## src/timers_cfg.svh

```systemverilog
// Summary of operation
// - Three identical channels: 16-bit pre-load, 16-bit down-counter, clock select, irq.
// - A bus write to a channel stores the 16-bit word in its pre-load.
// - Pre-load moves into the counter on the next selected clock event.
// - Each later selected clock event decrements the counter by one.
// - At zero the counter reloads on the next event and keeps counting.
// - Pre-load of zero gives a full period of 65536 events.
// - All updates happen on the processor clock, counting qualified by the tick or a pin edge.
// - Reading a channel returns its count without disturbing counting.
// - Each channel raises an interrupt request when its counter decrements to zero.
// - Each request is gated by its mask bit.
// - Request stays latched until the acknowledge for its level clears it.
// - Pin-usage bits 9:8 assign pins three, four, five to counters or irqs.
// - A counter without an assigned pin is decremented by the timer tick.
// - An irq input whose pin went to a counter is held inactive.
`ifndef TIMERS_CFG_SVH
`define TIMERS_CFG_SVH
`define CNT_WIDTH      16
`define CHAN_COUNT     3
`define PIN_USE_LO     8
`define PIN_USE_HI     9
`define PRELOAD_RESET  16'h0000
`define COUNT_RESET    16'h0000
`endif

```

## src/timers_pkg.sv

```systemverilog
package timers_pkg;
	typedef struct packed {
		logic        wr;
		logic        rd;
		logic [1:0]  chan;
		logic [15:0] data;
	} bus_req_type;
endpackage : timers_pkg

```

## src/triple_down_counter_timers.sv

```systemverilog
`timescale 1ns/10ps
`default_nettype none
`include "timers_cfg.svh"
module triple_down_counter_timers
	import timers_pkg::*;
(
	// Clock and reset
	input  wire logic                  clk_i,
	input  wire logic                  sys_rst_i,
	// Internal timer tick, one-cycle enable
	input  wire logic                  timer_tick_i,
	// Peripheral bus access
	input  wire bus_req_type           bus_req_i,
	output logic [15:0]                rd_data_o,
	// Pin-usage field from interrupt base control bits 9:8
	input  wire logic [1:0]            interrupt_base_control_i,
	// Shared external pins
	input  wire logic                  ext_input_three_i,
	input  wire logic                  ext_input_four_i,
	input  wire logic                  ext_input_five_i,
	// Interrupt controller side
	input  wire logic [2:0]            irq_mask_i,
	input  wire logic [2:0]            irq_ack_i,
	output logic [2:0]                 irq_o,
	output logic                       irq_level_ten_o,
	output logic                       irq_level_eleven_o,
	output logic                       irq_level_twelve_o,
	// Current counts for observation
	output logic [3*`CNT_WIDTH-1:0]    count_o
);
	localparam int N = `CHAN_COUNT;
	// Each channel counts on a one-cycle event: the tick, or a
	// synchronised rising edge of its shared pin. A written pre-load
	// waits for that event before it reaches the counter, so the
	// core never sees a half-updated count. Reads sample the count
	// register and have no side effect on counting.
	logic [2:0]  pin_meta_q;
	logic [2:0]  pin_sync_q;
	logic [2:0]  pin_old_q;
	logic [2:0]  pin_rise;
	logic [2:0]  ext_sel;
	logic [2:0]  event_c;
	logic [15:0] preload_q [N];
	logic [15:0] count_q   [N];
	logic [N-1:0] pend_q;
	logic [N-1:0] load_pend_q;
	logic [N-1:0] zero_hit;

	// Two-stage pin synchroniser
	// Only the second and third stages feed logic; the first may be metastable.
	// The third stage keeps the previous level for edge detection.
	always_ff @(posedge clk_i) begin
		if (sys_rst_i) begin
			pin_meta_q <= 3'h0;
			pin_sync_q <= 3'h0;
			pin_old_q  <= 3'h0;
		end else begin
			pin_meta_q <= {ext_input_five_i, ext_input_four_i,
			               ext_input_three_i};
			pin_sync_q <= pin_meta_q;
			pin_old_q  <= pin_sync_q;
		end
	end
	assign pin_rise = pin_sync_q & ~pin_old_q;

	assign ext_sel[0] = (interrupt_base_control_i != 2'h0);
	assign ext_sel[1] = interrupt_base_control_i[1];
	assign ext_sel[2] = (interrupt_base_control_i == 2'h3);

	assign event_c = (ext_sel & pin_rise) | (~ext_sel & {3{timer_tick_i}});

	// Pins given to counters hold irq inputs inactive
	assign irq_level_ten_o    = ~ext_sel[0] & pin_sync_q[0];
	assign irq_level_eleven_o = ~ext_sel[1] & pin_sync_q[1];
	assign irq_level_twelve_o = ~ext_sel[2] & pin_sync_q[2];

	genvar g;
	generate
		// Three identical channels
		// Every channel has its own pre-load, load flag, counter and
		// latched request; only the event source differs between them.
		// A write and an event in one cycle keep the load pending.
		for (g = 0; g < N; g++) begin : g_chan
			always_ff @(posedge clk_i) begin
				if (sys_rst_i) begin
					preload_q[g] <= `PRELOAD_RESET;
				end else if (bus_req_i.wr && bus_req_i.chan == 2'(g)) begin
					preload_q[g] <= bus_req_i.data;
				end
			end
			always_ff @(posedge clk_i) begin
				if (sys_rst_i) begin
					load_pend_q[g] <= 1'b0;
				end else if (bus_req_i.wr && bus_req_i.chan == 2'(g)) begin
					load_pend_q[g] <= 1'b1;
				end else if (event_c[g]) begin
					load_pend_q[g] <= 1'b0;
				end
			end
			// Count, reload at zero, zero wraps
			// A zero pre-load is not reloaded at zero; the counter
			// wraps to FFFF instead, so the period is a full 65536.
			always_ff @(posedge clk_i) begin
				if (sys_rst_i) begin
					count_q[g] <= `COUNT_RESET;
				end else if (event_c[g]) begin
					if (load_pend_q[g]) begin
						count_q[g] <= preload_q[g];
					end else if (count_q[g] == 16'h0000 &&
					             preload_q[g] != 16'h0000) begin
						count_q[g] <= preload_q[g];
					end else begin
						count_q[g] <= count_q[g] - 16'h0001;
					end
				end
			end
			// Zero reached by decrement, not by loading zero
			assign zero_hit[g] = event_c[g] && !load_pend_q[g] &&
			                     count_q[g] == 16'h0001;
			// Latched request, set wins over ack
			always_ff @(posedge clk_i) begin
				if (sys_rst_i) begin
					pend_q[g] <= 1'b0;
				end else if (zero_hit[g]) begin
					pend_q[g] <= 1'b1;
				end else if (irq_ack_i[g]) begin
					pend_q[g] <= 1'b0;
				end
			end
			assign count_o[g*16 +: 16] = count_q[g];

			a_pend_hold: assert property (@(posedge clk_i)
				disable iff (sys_rst_i)
				pend_q[g] && !irq_ack_i[g] |=> pend_q[g])
				else $error("request dropped without ack");
			a_dec_one: assert property (@(posedge clk_i)
				disable iff (sys_rst_i)
				event_c[g] && !load_pend_q[g] && count_q[g] != 16'h0000
				|=> count_q[g] == $past(count_q[g]) - 16'h0001)
				else $error("counter did not decrement by one");
			a_zero_reload: assert property (@(posedge clk_i)
				disable iff (sys_rst_i)
				event_c[g] && count_q[g] == 16'h0000 &&
				preload_q[g] != 16'h0000
				|=> count_q[g] == $past(preload_q[g]))
				else $error("counter did not reload at zero");
			// First event after write loads pre-load
			a_load_next: assert property (@(posedge clk_i)
				disable iff (sys_rst_i)
				load_pend_q[g] && event_c[g]
				|=> count_q[g] == $past(preload_q[g]))
				else $error("pre-load not taken on event");
			a_hold_idle: assert property (@(posedge clk_i)
				disable iff (sys_rst_i)
				!event_c[g] |=> $stable(count_q[g]))
				else $error("count changed without event");
			a_zero_irq: assert property (@(posedge clk_i)
				disable iff (sys_rst_i)
				zero_hit[g] |=> pend_q[g] && count_q[g] == 16'h0000)
				else $error("no request at zero");
			a_zero_wrap: assert property (@(posedge clk_i)
				disable iff (sys_rst_i)
				event_c[g] && !load_pend_q[g] && count_q[g] == 16'h0000
				&& preload_q[g] == 16'h0000
				|=> count_q[g] == 16'hFFFF)
				else $error("zero pre-load did not wrap");
			a_pend_ack: assert property (@(posedge clk_i)
				disable iff (sys_rst_i)
				pend_q[g] && irq_ack_i[g] && !zero_hit[g]
				|=> !pend_q[g])
				else $error("request not cleared by ack");
			a_wr_preload: assert property (@(posedge clk_i)
				disable iff (sys_rst_i)
				bus_req_i.wr && bus_req_i.chan == 2'(g)
				|=> preload_q[g] == $past(bus_req_i.data))
				else $error("write did not store pre-load");
			a_wr_pend: assert property (@(posedge clk_i)
				disable iff (sys_rst_i)
				bus_req_i.wr && bus_req_i.chan == 2'(g)
				|=> load_pend_q[g])
				else $error("write did not arm the load");
			a_load_clear: assert property (@(posedge clk_i)
				disable iff (sys_rst_i)
				load_pend_q[g] && event_c[g] &&
				!(bus_req_i.wr && bus_req_i.chan == 2'(g))
				|=> !load_pend_q[g])
				else $error("load stayed pending after event");
			a_mask_off: assert property (@(posedge clk_i)
				disable iff (sys_rst_i)
				!irq_mask_i[g] |-> !irq_o[g])
				else $error("masked request reached output");
			a_mask_pass: assert property (@(posedge clk_i)
				disable iff (sys_rst_i)
				irq_mask_i[g] && pend_q[g] |-> irq_o[g])
				else $error("unmasked request not shown");
			a_tick_source: assert property (@(posedge clk_i)
				disable iff (sys_rst_i)
				!ext_sel[g] |-> event_c[g] == timer_tick_i)
				else $error("tick counter has wrong event");
			a_pin_source: assert property (@(posedge clk_i)
				disable iff (sys_rst_i)
				ext_sel[g] |-> event_c[g] == pin_rise[g])
				else $error("pin counter has wrong event");
			a_edge_once: assert property (@(posedge clk_i)
				disable iff (sys_rst_i)
				ext_sel[g] && event_c[g] ##1 ext_sel[g]
				|-> !event_c[g])
				else $error("two events from one pin edge");
			a_rd_value: assert property (@(posedge clk_i)
				disable iff (sys_rst_i)
				bus_req_i.rd && bus_req_i.chan == 2'(g)
				|=> rd_data_o == $past(count_q[g]))
				else $error("read data is not the count");
			a_rd_quiet: assert property (@(posedge clk_i)
				disable iff (sys_rst_i)
				bus_req_i.rd && !event_c[g]
				|=> $stable(count_q[g]))
				else $error("read disturbed the count");
		end
	endgenerate

	assign irq_o = pend_q & irq_mask_i;

	// Read returns count, no side effect
	always_ff @(posedge clk_i) begin
		if (sys_rst_i) begin
			rd_data_o <= 16'h0000;
		end else if (bus_req_i.rd && bus_req_i.chan < 2'(N)) begin
			rd_data_o <= count_q[bus_req_i.chan];
		end else if (bus_req_i.rd) begin
			rd_data_o <= 16'h0000;
		end
	end

	a_irq_inactive: assert property (@(posedge clk_i)
		disable iff (sys_rst_i)
		ext_sel[0] |-> !irq_level_ten_o)
		else $error("irq ten active while pin is a clock");
	// Pin four as clock stays quiet
	a_irq_quiet_four: assert property (@(posedge clk_i)
		disable iff (sys_rst_i)
		ext_sel[1] |-> !irq_level_eleven_o)
		else $error("irq eleven active while pin is a clock");
	// Pin five as clock stays quiet
	a_irq_quiet_five: assert property (@(posedge clk_i)
		disable iff (sys_rst_i)
		ext_sel[2] |-> !irq_level_twelve_o)
		else $error("irq twelve active while pin is a clock");
	a_mask_gate: assert property (@(posedge clk_i)
		disable iff (sys_rst_i)
		!irq_mask_i[1] |-> !irq_o[1])
		else $error("masked request reached output");
	a_edge_event: assert property (@(posedge clk_i)
		disable iff (sys_rst_i)
		ext_sel[0] && event_c[0] |=> !event_c[0])
		else $error("double event from one edge");
	// Field zero keeps all pins for irqs
	a_use_none: assert property (@(posedge clk_i)
		disable iff (sys_rst_i)
		interrupt_base_control_i == 2'h0 |-> ext_sel == 3'h0)
		else $error("pin given to a counter with field zero");
	a_use_one: assert property (@(posedge clk_i)
		disable iff (sys_rst_i)
		interrupt_base_control_i == 2'h1 |-> ext_sel == 3'h1)
		else $error("wrong pins for field one");
	// Field two clocks counters zero, one
	a_use_two: assert property (@(posedge clk_i)
		disable iff (sys_rst_i)
		interrupt_base_control_i == 2'h2 |-> ext_sel == 3'h3)
		else $error("wrong pins for field two");
	a_use_all: assert property (@(posedge clk_i)
		disable iff (sys_rst_i)
		interrupt_base_control_i == 2'h3 |-> ext_sel == 3'h7)
		else $error("wrong pins for field three");
	a_rd_refuse: assert property (@(posedge clk_i)
		disable iff (sys_rst_i)
		bus_req_i.rd && bus_req_i.chan == 2'h3
		|=> rd_data_o == 16'h0000)
		else $error("read of unused channel not zero");
	a_rd_hold: assert property (@(posedge clk_i)
		disable iff (sys_rst_i)
		!bus_req_i.rd |=> $stable(rd_data_o))
		else $error("read data changed without a read");
endmodule : triple_down_counter_timers
`default_nettype wire

```

## config.mk

```make
export PLATFORM = sky130hd
export DESIGN_NAME = triple_down_counter_timers
export DESIGN_NICKNAME = d
export VERILOG_FILES = /design/src/timers_pkg.sv /design/src/triple_down_counter_timers.sv
export VERILOG_INCLUDE_DIRS = /design/src
export SDC_FILE = /design/constraint.sdc
export NUM_CORES = 1
export LEC_CHECK = 0
export ABC_AREA = 1
export BUFFER_PORTS_ARGS = -buffer_cell sky130_fd_sc_hd__buf_2
export CAP_MARGIN = 20
export CORE_MARGIN = 4
export CORE_UTILIZATION = 60
export CTS_BUF_LIST = sky130_fd_sc_hd__clkbuf_8
export DETAILED_ROUTE_END_ITERATION = 10
export GPL_TIMING_DRIVEN = 0
export PLACE_DENSITY = 0.84
export RECOVER_POWER = 100
export SYNTH_ARGS = -nofsm -noshare
export SYNTH_HDL_FRONTEND = slang
export SYNTH_SLANG_ARGS = --single-unit
```

## constraint.sdc

```tcl
create_clock -name clk_i -period 5.29 [get_ports clk_i]
set_input_delay 0.7935 -clock clk_i [delete_from_list [all_inputs] [get_ports clk_i]]
set_output_delay 0.7935 -clock clk_i [all_outputs]
set_load 0.03 [all_outputs]
```

* Yosys cells after proc, flatten, opt, wreduce, memory -nomap -nowiden
Memories as Yosys holds them, arrays and structs flattened.
Cells that the tools add are included.
** Word-level totals
- Register bits :: 31
- Memory bits (writable) :: 96
- Output and inout port bits :: 70
- Memories :: 2
** Cells by class
- $add $sub $neg :: 3
- $lt $le $gt $ge :: 1
- Equality and inequality tests :: 6
- Muxes and demuxes :: 79
- Bitwise gates (word level) :: 25
- Reduce and logical (&&, ||, !) cells :: 31
** Memory list
- count_q :: words 3, width 16, read ports 4, clocked after memory_dff 0, write ports 3, RTL line triple_down_counter_timers.sv:44 : logic [15:0] count_q [N];
- preload_q :: words 3, width 16, read ports 3, clocked after memory_dff 0, write ports 3, RTL line triple_down_counter_timers.sv:43 : logic [15:0] preload_q [N];
** Operator list (count)
- $mux W16 :: 14
- $mux W1 :: 65
- $eq A16 B1 Y1 const B :: 3
- $logic_not A16 Y1 :: 3
- $reduce_bool A16 Y1 :: 3
- $sub A16 B1 Y16 const B :: 3
- $reduce_bool A2 Y1 :: 8
- $logic_and A1 B1 Y1 :: 13
- $and A3 B3 Y3 :: 4
- $or A1 B1 Y1 :: 12
- $not A3 Y3 :: 2
- $eq A2 B2 Y1 const B :: 2
- $and A1 B1 Y1 :: 3
- $logic_not A1 Y1 :: 3
- $not A1 Y1 :: 3
- $or A3 B3 Y3 :: 1
- $eq A2 B1 Y1 const B :: 1
- $logic_not A2 Y1 :: 1
- $lt A2 B2 Y1 const B :: 1

* Depth between registers and ports, before layout
- Depth after elaboration :: 10
- Depth in mapped cells :: 12
- Gate-level depth less buffers :: 11

* Worst setup path before layout
No wires, ideal clock.
- Path kind :: input -> register
- Start :: input port bus_req_i[16] in the netlist's numbering
- End :: memory preload_q[0][0] (enable)
- Library setup time :: 411 ps
- Arrival time :: 2503 ps
- Required time :: 4879 ps
- Setup slack :: 2376 ps
- Stages on the path :: 4
- Cell sequence :: buf_2 -> nor2_2 -> inv_2 -> o21ai_0
** RTL lines
- start, declared :: RTL line triple_down_counter_timers.sv:13 : input wire bus_req_type bus_req_i,
- end, declared :: RTL line triple_down_counter_timers.sv:43

==> flow_metrics.env <==
export IMPL_post_cts_resized=0
export IMPL_regToRegStartpoint="count_q[0][0]"
export IMPL_wire_per_inst_um=18.1
export IMPL_critPathKind="in -> reg"
export IMPL_route_detailed_drc=0
export IMPL_first_global_vias=5488
export IMPL_status="finished clean"
export IMPL_fmax_mhz=324
export IMPL_max_clock_path_buffers=2
export IMPL_leakagePower_nw=3.25
export IMPL_core_area_um2=10900
export IMPL_seqCellArea_um2=3500
export IMPL_rows=38
export IMPL_grt_ovfl_total=0
export IMPL_finalNetCount=948
export IMPL_grt_pass1_wl_um=29300
export IMPL_first_pass_iters=6
export IMPL_ys_warnings_count=0
export IMPL_netlist_instances=784
export IMPL_arrival_ps=3180
export IMPL_synth_seq_cells=127
export IMPL_diodes=0
export IMPL_hold_ws_ps=408
export IMPL_syn_area_per_cell_um2=8.61
export IMPL_cp_max_fo=10
export IMPL_async_flop_share_pct=0
export IMPL_max_vdd_ir_drop_mv=0.242
export IMPL_p_total_mw=2.61
export IMPL_ff2ff_setup_slack_ps=2420
export IMPL_synth_seq_area_share_pct=51.9
export IMPL_fin_skew_ps=13.9
export IMPL_synth_nets=825
export IMPL_critPathMaxStageDelay_ps=970
export IMPL_drive_gt1_share_pct=9.02
export IMPL_syn_area_um2=6750
export IMPL_worst_path_max_delay_cell="o21ai_0"
export IMPL_die_area_um2=13000
export IMPL_wirelength_um=19200
export IMPL_maxCapViolCount=0
export IMPL_worstHoldPathType="reg -> reg"
export IMPL_worst_pin_slew_ps=1250
export IMPL_cts_sinks=127
export IMPL_dpl_hpwl_um=14300
export IMPL_hold_violations=0
export IMPL_worstSetupStartpointType="input port"
export IMPL_htree_levels=4
export IMPL_worst_r2r_path_depth=11
export IMPL_ant_nets=0
export IMPL_cpMostUsedCell="clkbuf_1"
export IMPL_cts_setup_buffers=0
export IMPL_worstPathCellList="clkbuf_1, inv_1, nand2_1, clkbuf_1, o21ai_0, clkbuf_1"
export IMPL_io_buffers=102
export IMPL_grt_max_degree=18
export IMPL_cts_root_buf="clkbuf_8"
export IMPL_syn_to_final_growth_pct=13.2
export IMPL_place_ws_ps=2540
export IMPL_vias=6048
export IMPL_antenna_found_initial=0
export IMPL_rsz0062_at_grt="no"
export IMPL_die_w_um=114
export IMPL_cts_tree="built"
export IMPL_finalSetupViolations=0
export IMPL_synthFlopType="edfxtp_1"
export IMPL_cts_clk_slew_worst_paths_ps=70
export IMPL_slew_violations=0
export IMPL_synth_edf_count=96
export IMPL_viasPerCell=5.71
export IMPL_power_density_nw_per_um2=342
export IMPL_io_pins=104
export IMPL_crit_end="preload_q[1][5]"
export IMPL_cts_buffers=17
export IMPL_initial_core_util_pct=61.7
export IMPL_tns_ps=0
export IMPL_maxSlewHeadroom_pct=15.6
export IMPL_yosysUniqueCellTypes=41
export IMPL_multiInputGateArea_um2=2620
export IMPL_grt_usage_pct=29.9
export IMPL_fin_ws_ps=2200
export IMPL_period_share_pct=58.4
export IMPL_worstReg2RegEnd="count_q[0][11]"
export IMPL_ctsHoldBuffers=0
export IMPL_gp_congestion=0.982
export IMPL_first_iter_violations=836
export IMPL_die_h_um=114
export IMPL_fin_crit_ps=3090
export IMPL_cp_data_required_time_ps=5380
export IMPL_end_kind="flip-flop"
export IMPL_fill_cells=938
export IMPL_clk_insertion_delay_late_ps=460
export IMPL_crit_path_start="bus_req_i[17]"
worst max-delay path, delay by kind of cell:
kind | cells | cell delay, ps
compound gates | 1 | 970
simple gates | 1 | 250
buf+inv | 4 | 1150
registers in the layout, indices dropped and copies added (netlist names):
| name | cells |
|---|---|
| rd_data_o | 16 |
| preload_q | 48 |
| load_pend_q | 3 |
| count_q | 48 |
| pin_sync_q | 3 |
| pend_q | 3 |
| pin_meta_q | 3 |
| pin_old_q | 3 |
cells in the final DEF, fill, tap and decap left out, types with 2 or more instances in the layout:
cell	synthesis	routed
edfxtp_1	96	96
clkinv_4	0	4
o21ai_0	35	37
clkbuf_8	0	17
o211ai_1	2	2
nor2_1	130	135
clkinv_1	2	3
nor2_2	8	6
nand4_1	25	26
clkinv_2	0	2
nand2_1	138	144
o22ai_1	6	6
ha_1	7	7
xor2_1	27	27
clkbuf_1	6	92
nor3_1	9	9
buf_6	6	3
bufinv_16	0	3
nor2_4	4	2
dfxtp_1	31	31
nand3b_1	3	3
inv_1	94	98
o21bai_1	4	4
nor4_1	4	4
inv_6	0	3
xnor2_1	2	2
nand3_1	76	76
a22oi_1	8	8
a21oi_1	23	23
buf_2	10	34
cell usage after synthesis, types with 2 or more instances:
cell | count | area [um^2]
a21oi_1 | 23 | 115
edfxtp_1 | 96 | 2880
nand2_2 | 2 | 12.5
buf_1 | 2 | 7.51
clkbuf_1 | 6 | 22.5
ha_1 | 7 | 87.6
nand2_4 | 5 | 56.3
o211ai_1 | 2 | 15.0
dfxtp_1 | 31 | 621
o21ai_2 | 2 | 17.5
xnor2_1 | 2 | 17.5
buf_2 | 10 | 50.1
nor2_1 | 130 | 488
nor4_1 | 4 | 25.0
nand3_1 | 76 | 380
nand4_1 | 25 | 156
inv_1 | 94 | 353
inv_2 | 5 | 18.8
nor2_2 | 8 | 50.1
buf_6 | 6 | 67.6
o21bai_1 | 4 | 30.0
o21ai_0 | 35 | 175
clkinv_1 | 2 | 7.51
nand2_1 | 138 | 518
nor3_1 | 9 | 45.0
o22ai_1 | 6 | 37.5
o21ai_1 | 2 | 10.0
nand3b_1 | 3 | 22.5
a22oi_1 | 8 | 60.1
xor2_1 | 27 | 236
nor2_4 | 4 | 45.0
worst min path at each step:
stage	from	end	slack, ps	cells past startpoint
2_1_floorplan	pin_meta_q[0]	pin_sync_q[0]	390	2
3_3_place_gp	pin_meta_q[2]	pin_sync_q[2]	390	2
3_5_place_dp	pin_meta_q[1]	pin_sync_q[1]	400	2
4_1_cts	pin_meta_q[1]	pin_sync_q[1]	410	2
5_1_grt	pin_meta_q[1]	pin_sync_q[1]	430	2
6_report	pin_meta_q[1]	pin_sync_q[1]	410	2
kinds of logic (layout without fill, tap and decap cells):
logic type               Yosys count  in the layout  synth area share, %
AND/OR/NAND/NOR                  411            411                 28.0
flip-flops                       127            127                 51.9
buffers and inverters            126            262                 7.91
AO/OA/AOI/OAI                     84             84                 7.08
XOR/XNOR                          29             29                 3.76
adder cells (fa/ha/maj)            7              7                 1.30
stage by stage:
| step | instance area (um^2) | cells | util, % |
|---|---|---|---|
| 2_1_floorplan | 6750 | 784 | - |
| 3_3_place_gp | 7440 | 1026 | 68.0 |
| 3_5_place_dp | 7460 | 1028 | 68.2 |
| 4_1_cts | 7880 | 1060 | 72.0 |
| 5_1_grt | 7640 | 1060 | 69.9 |
| 6_report | 7640 | 1060 | 69.9 |
report_power, final:
| part | total (mW) | leakage, nW | internal, mW | switching, mW |
|---|---|---|---|---|
| logic | 0.484 | 1.78 | 0.129 | 0.356 |
| clock network | 0.891 | 0.214 | 0.472 | 0.419 |
| registers | 1.24 | 1.25 | 1.16 | 0.0773 |
metal layers:
metal / global-route usage, % / part of all wire (%) / vias to the layer above
li1: - / - / 2852
met1: 40.3 / 40 / 2752
met2: 47.0 / 46 / 395
met3: 6.77 / 11 / 49
met4: 12.4 / 3.5 / 0
met5: 0 / 0 / -
layout make-up:
type	count	area share, %
clock inverter	15	2.41
timing repair buffer	104	5.58
multi-input combinational	531	34.2
inverter	101	4.96
buffer	25	1.60
sequential	127	45.9
clock buffer	17	3.06
tap	140	2.29
Note: power is estimated with default switching activity, not from simulation.
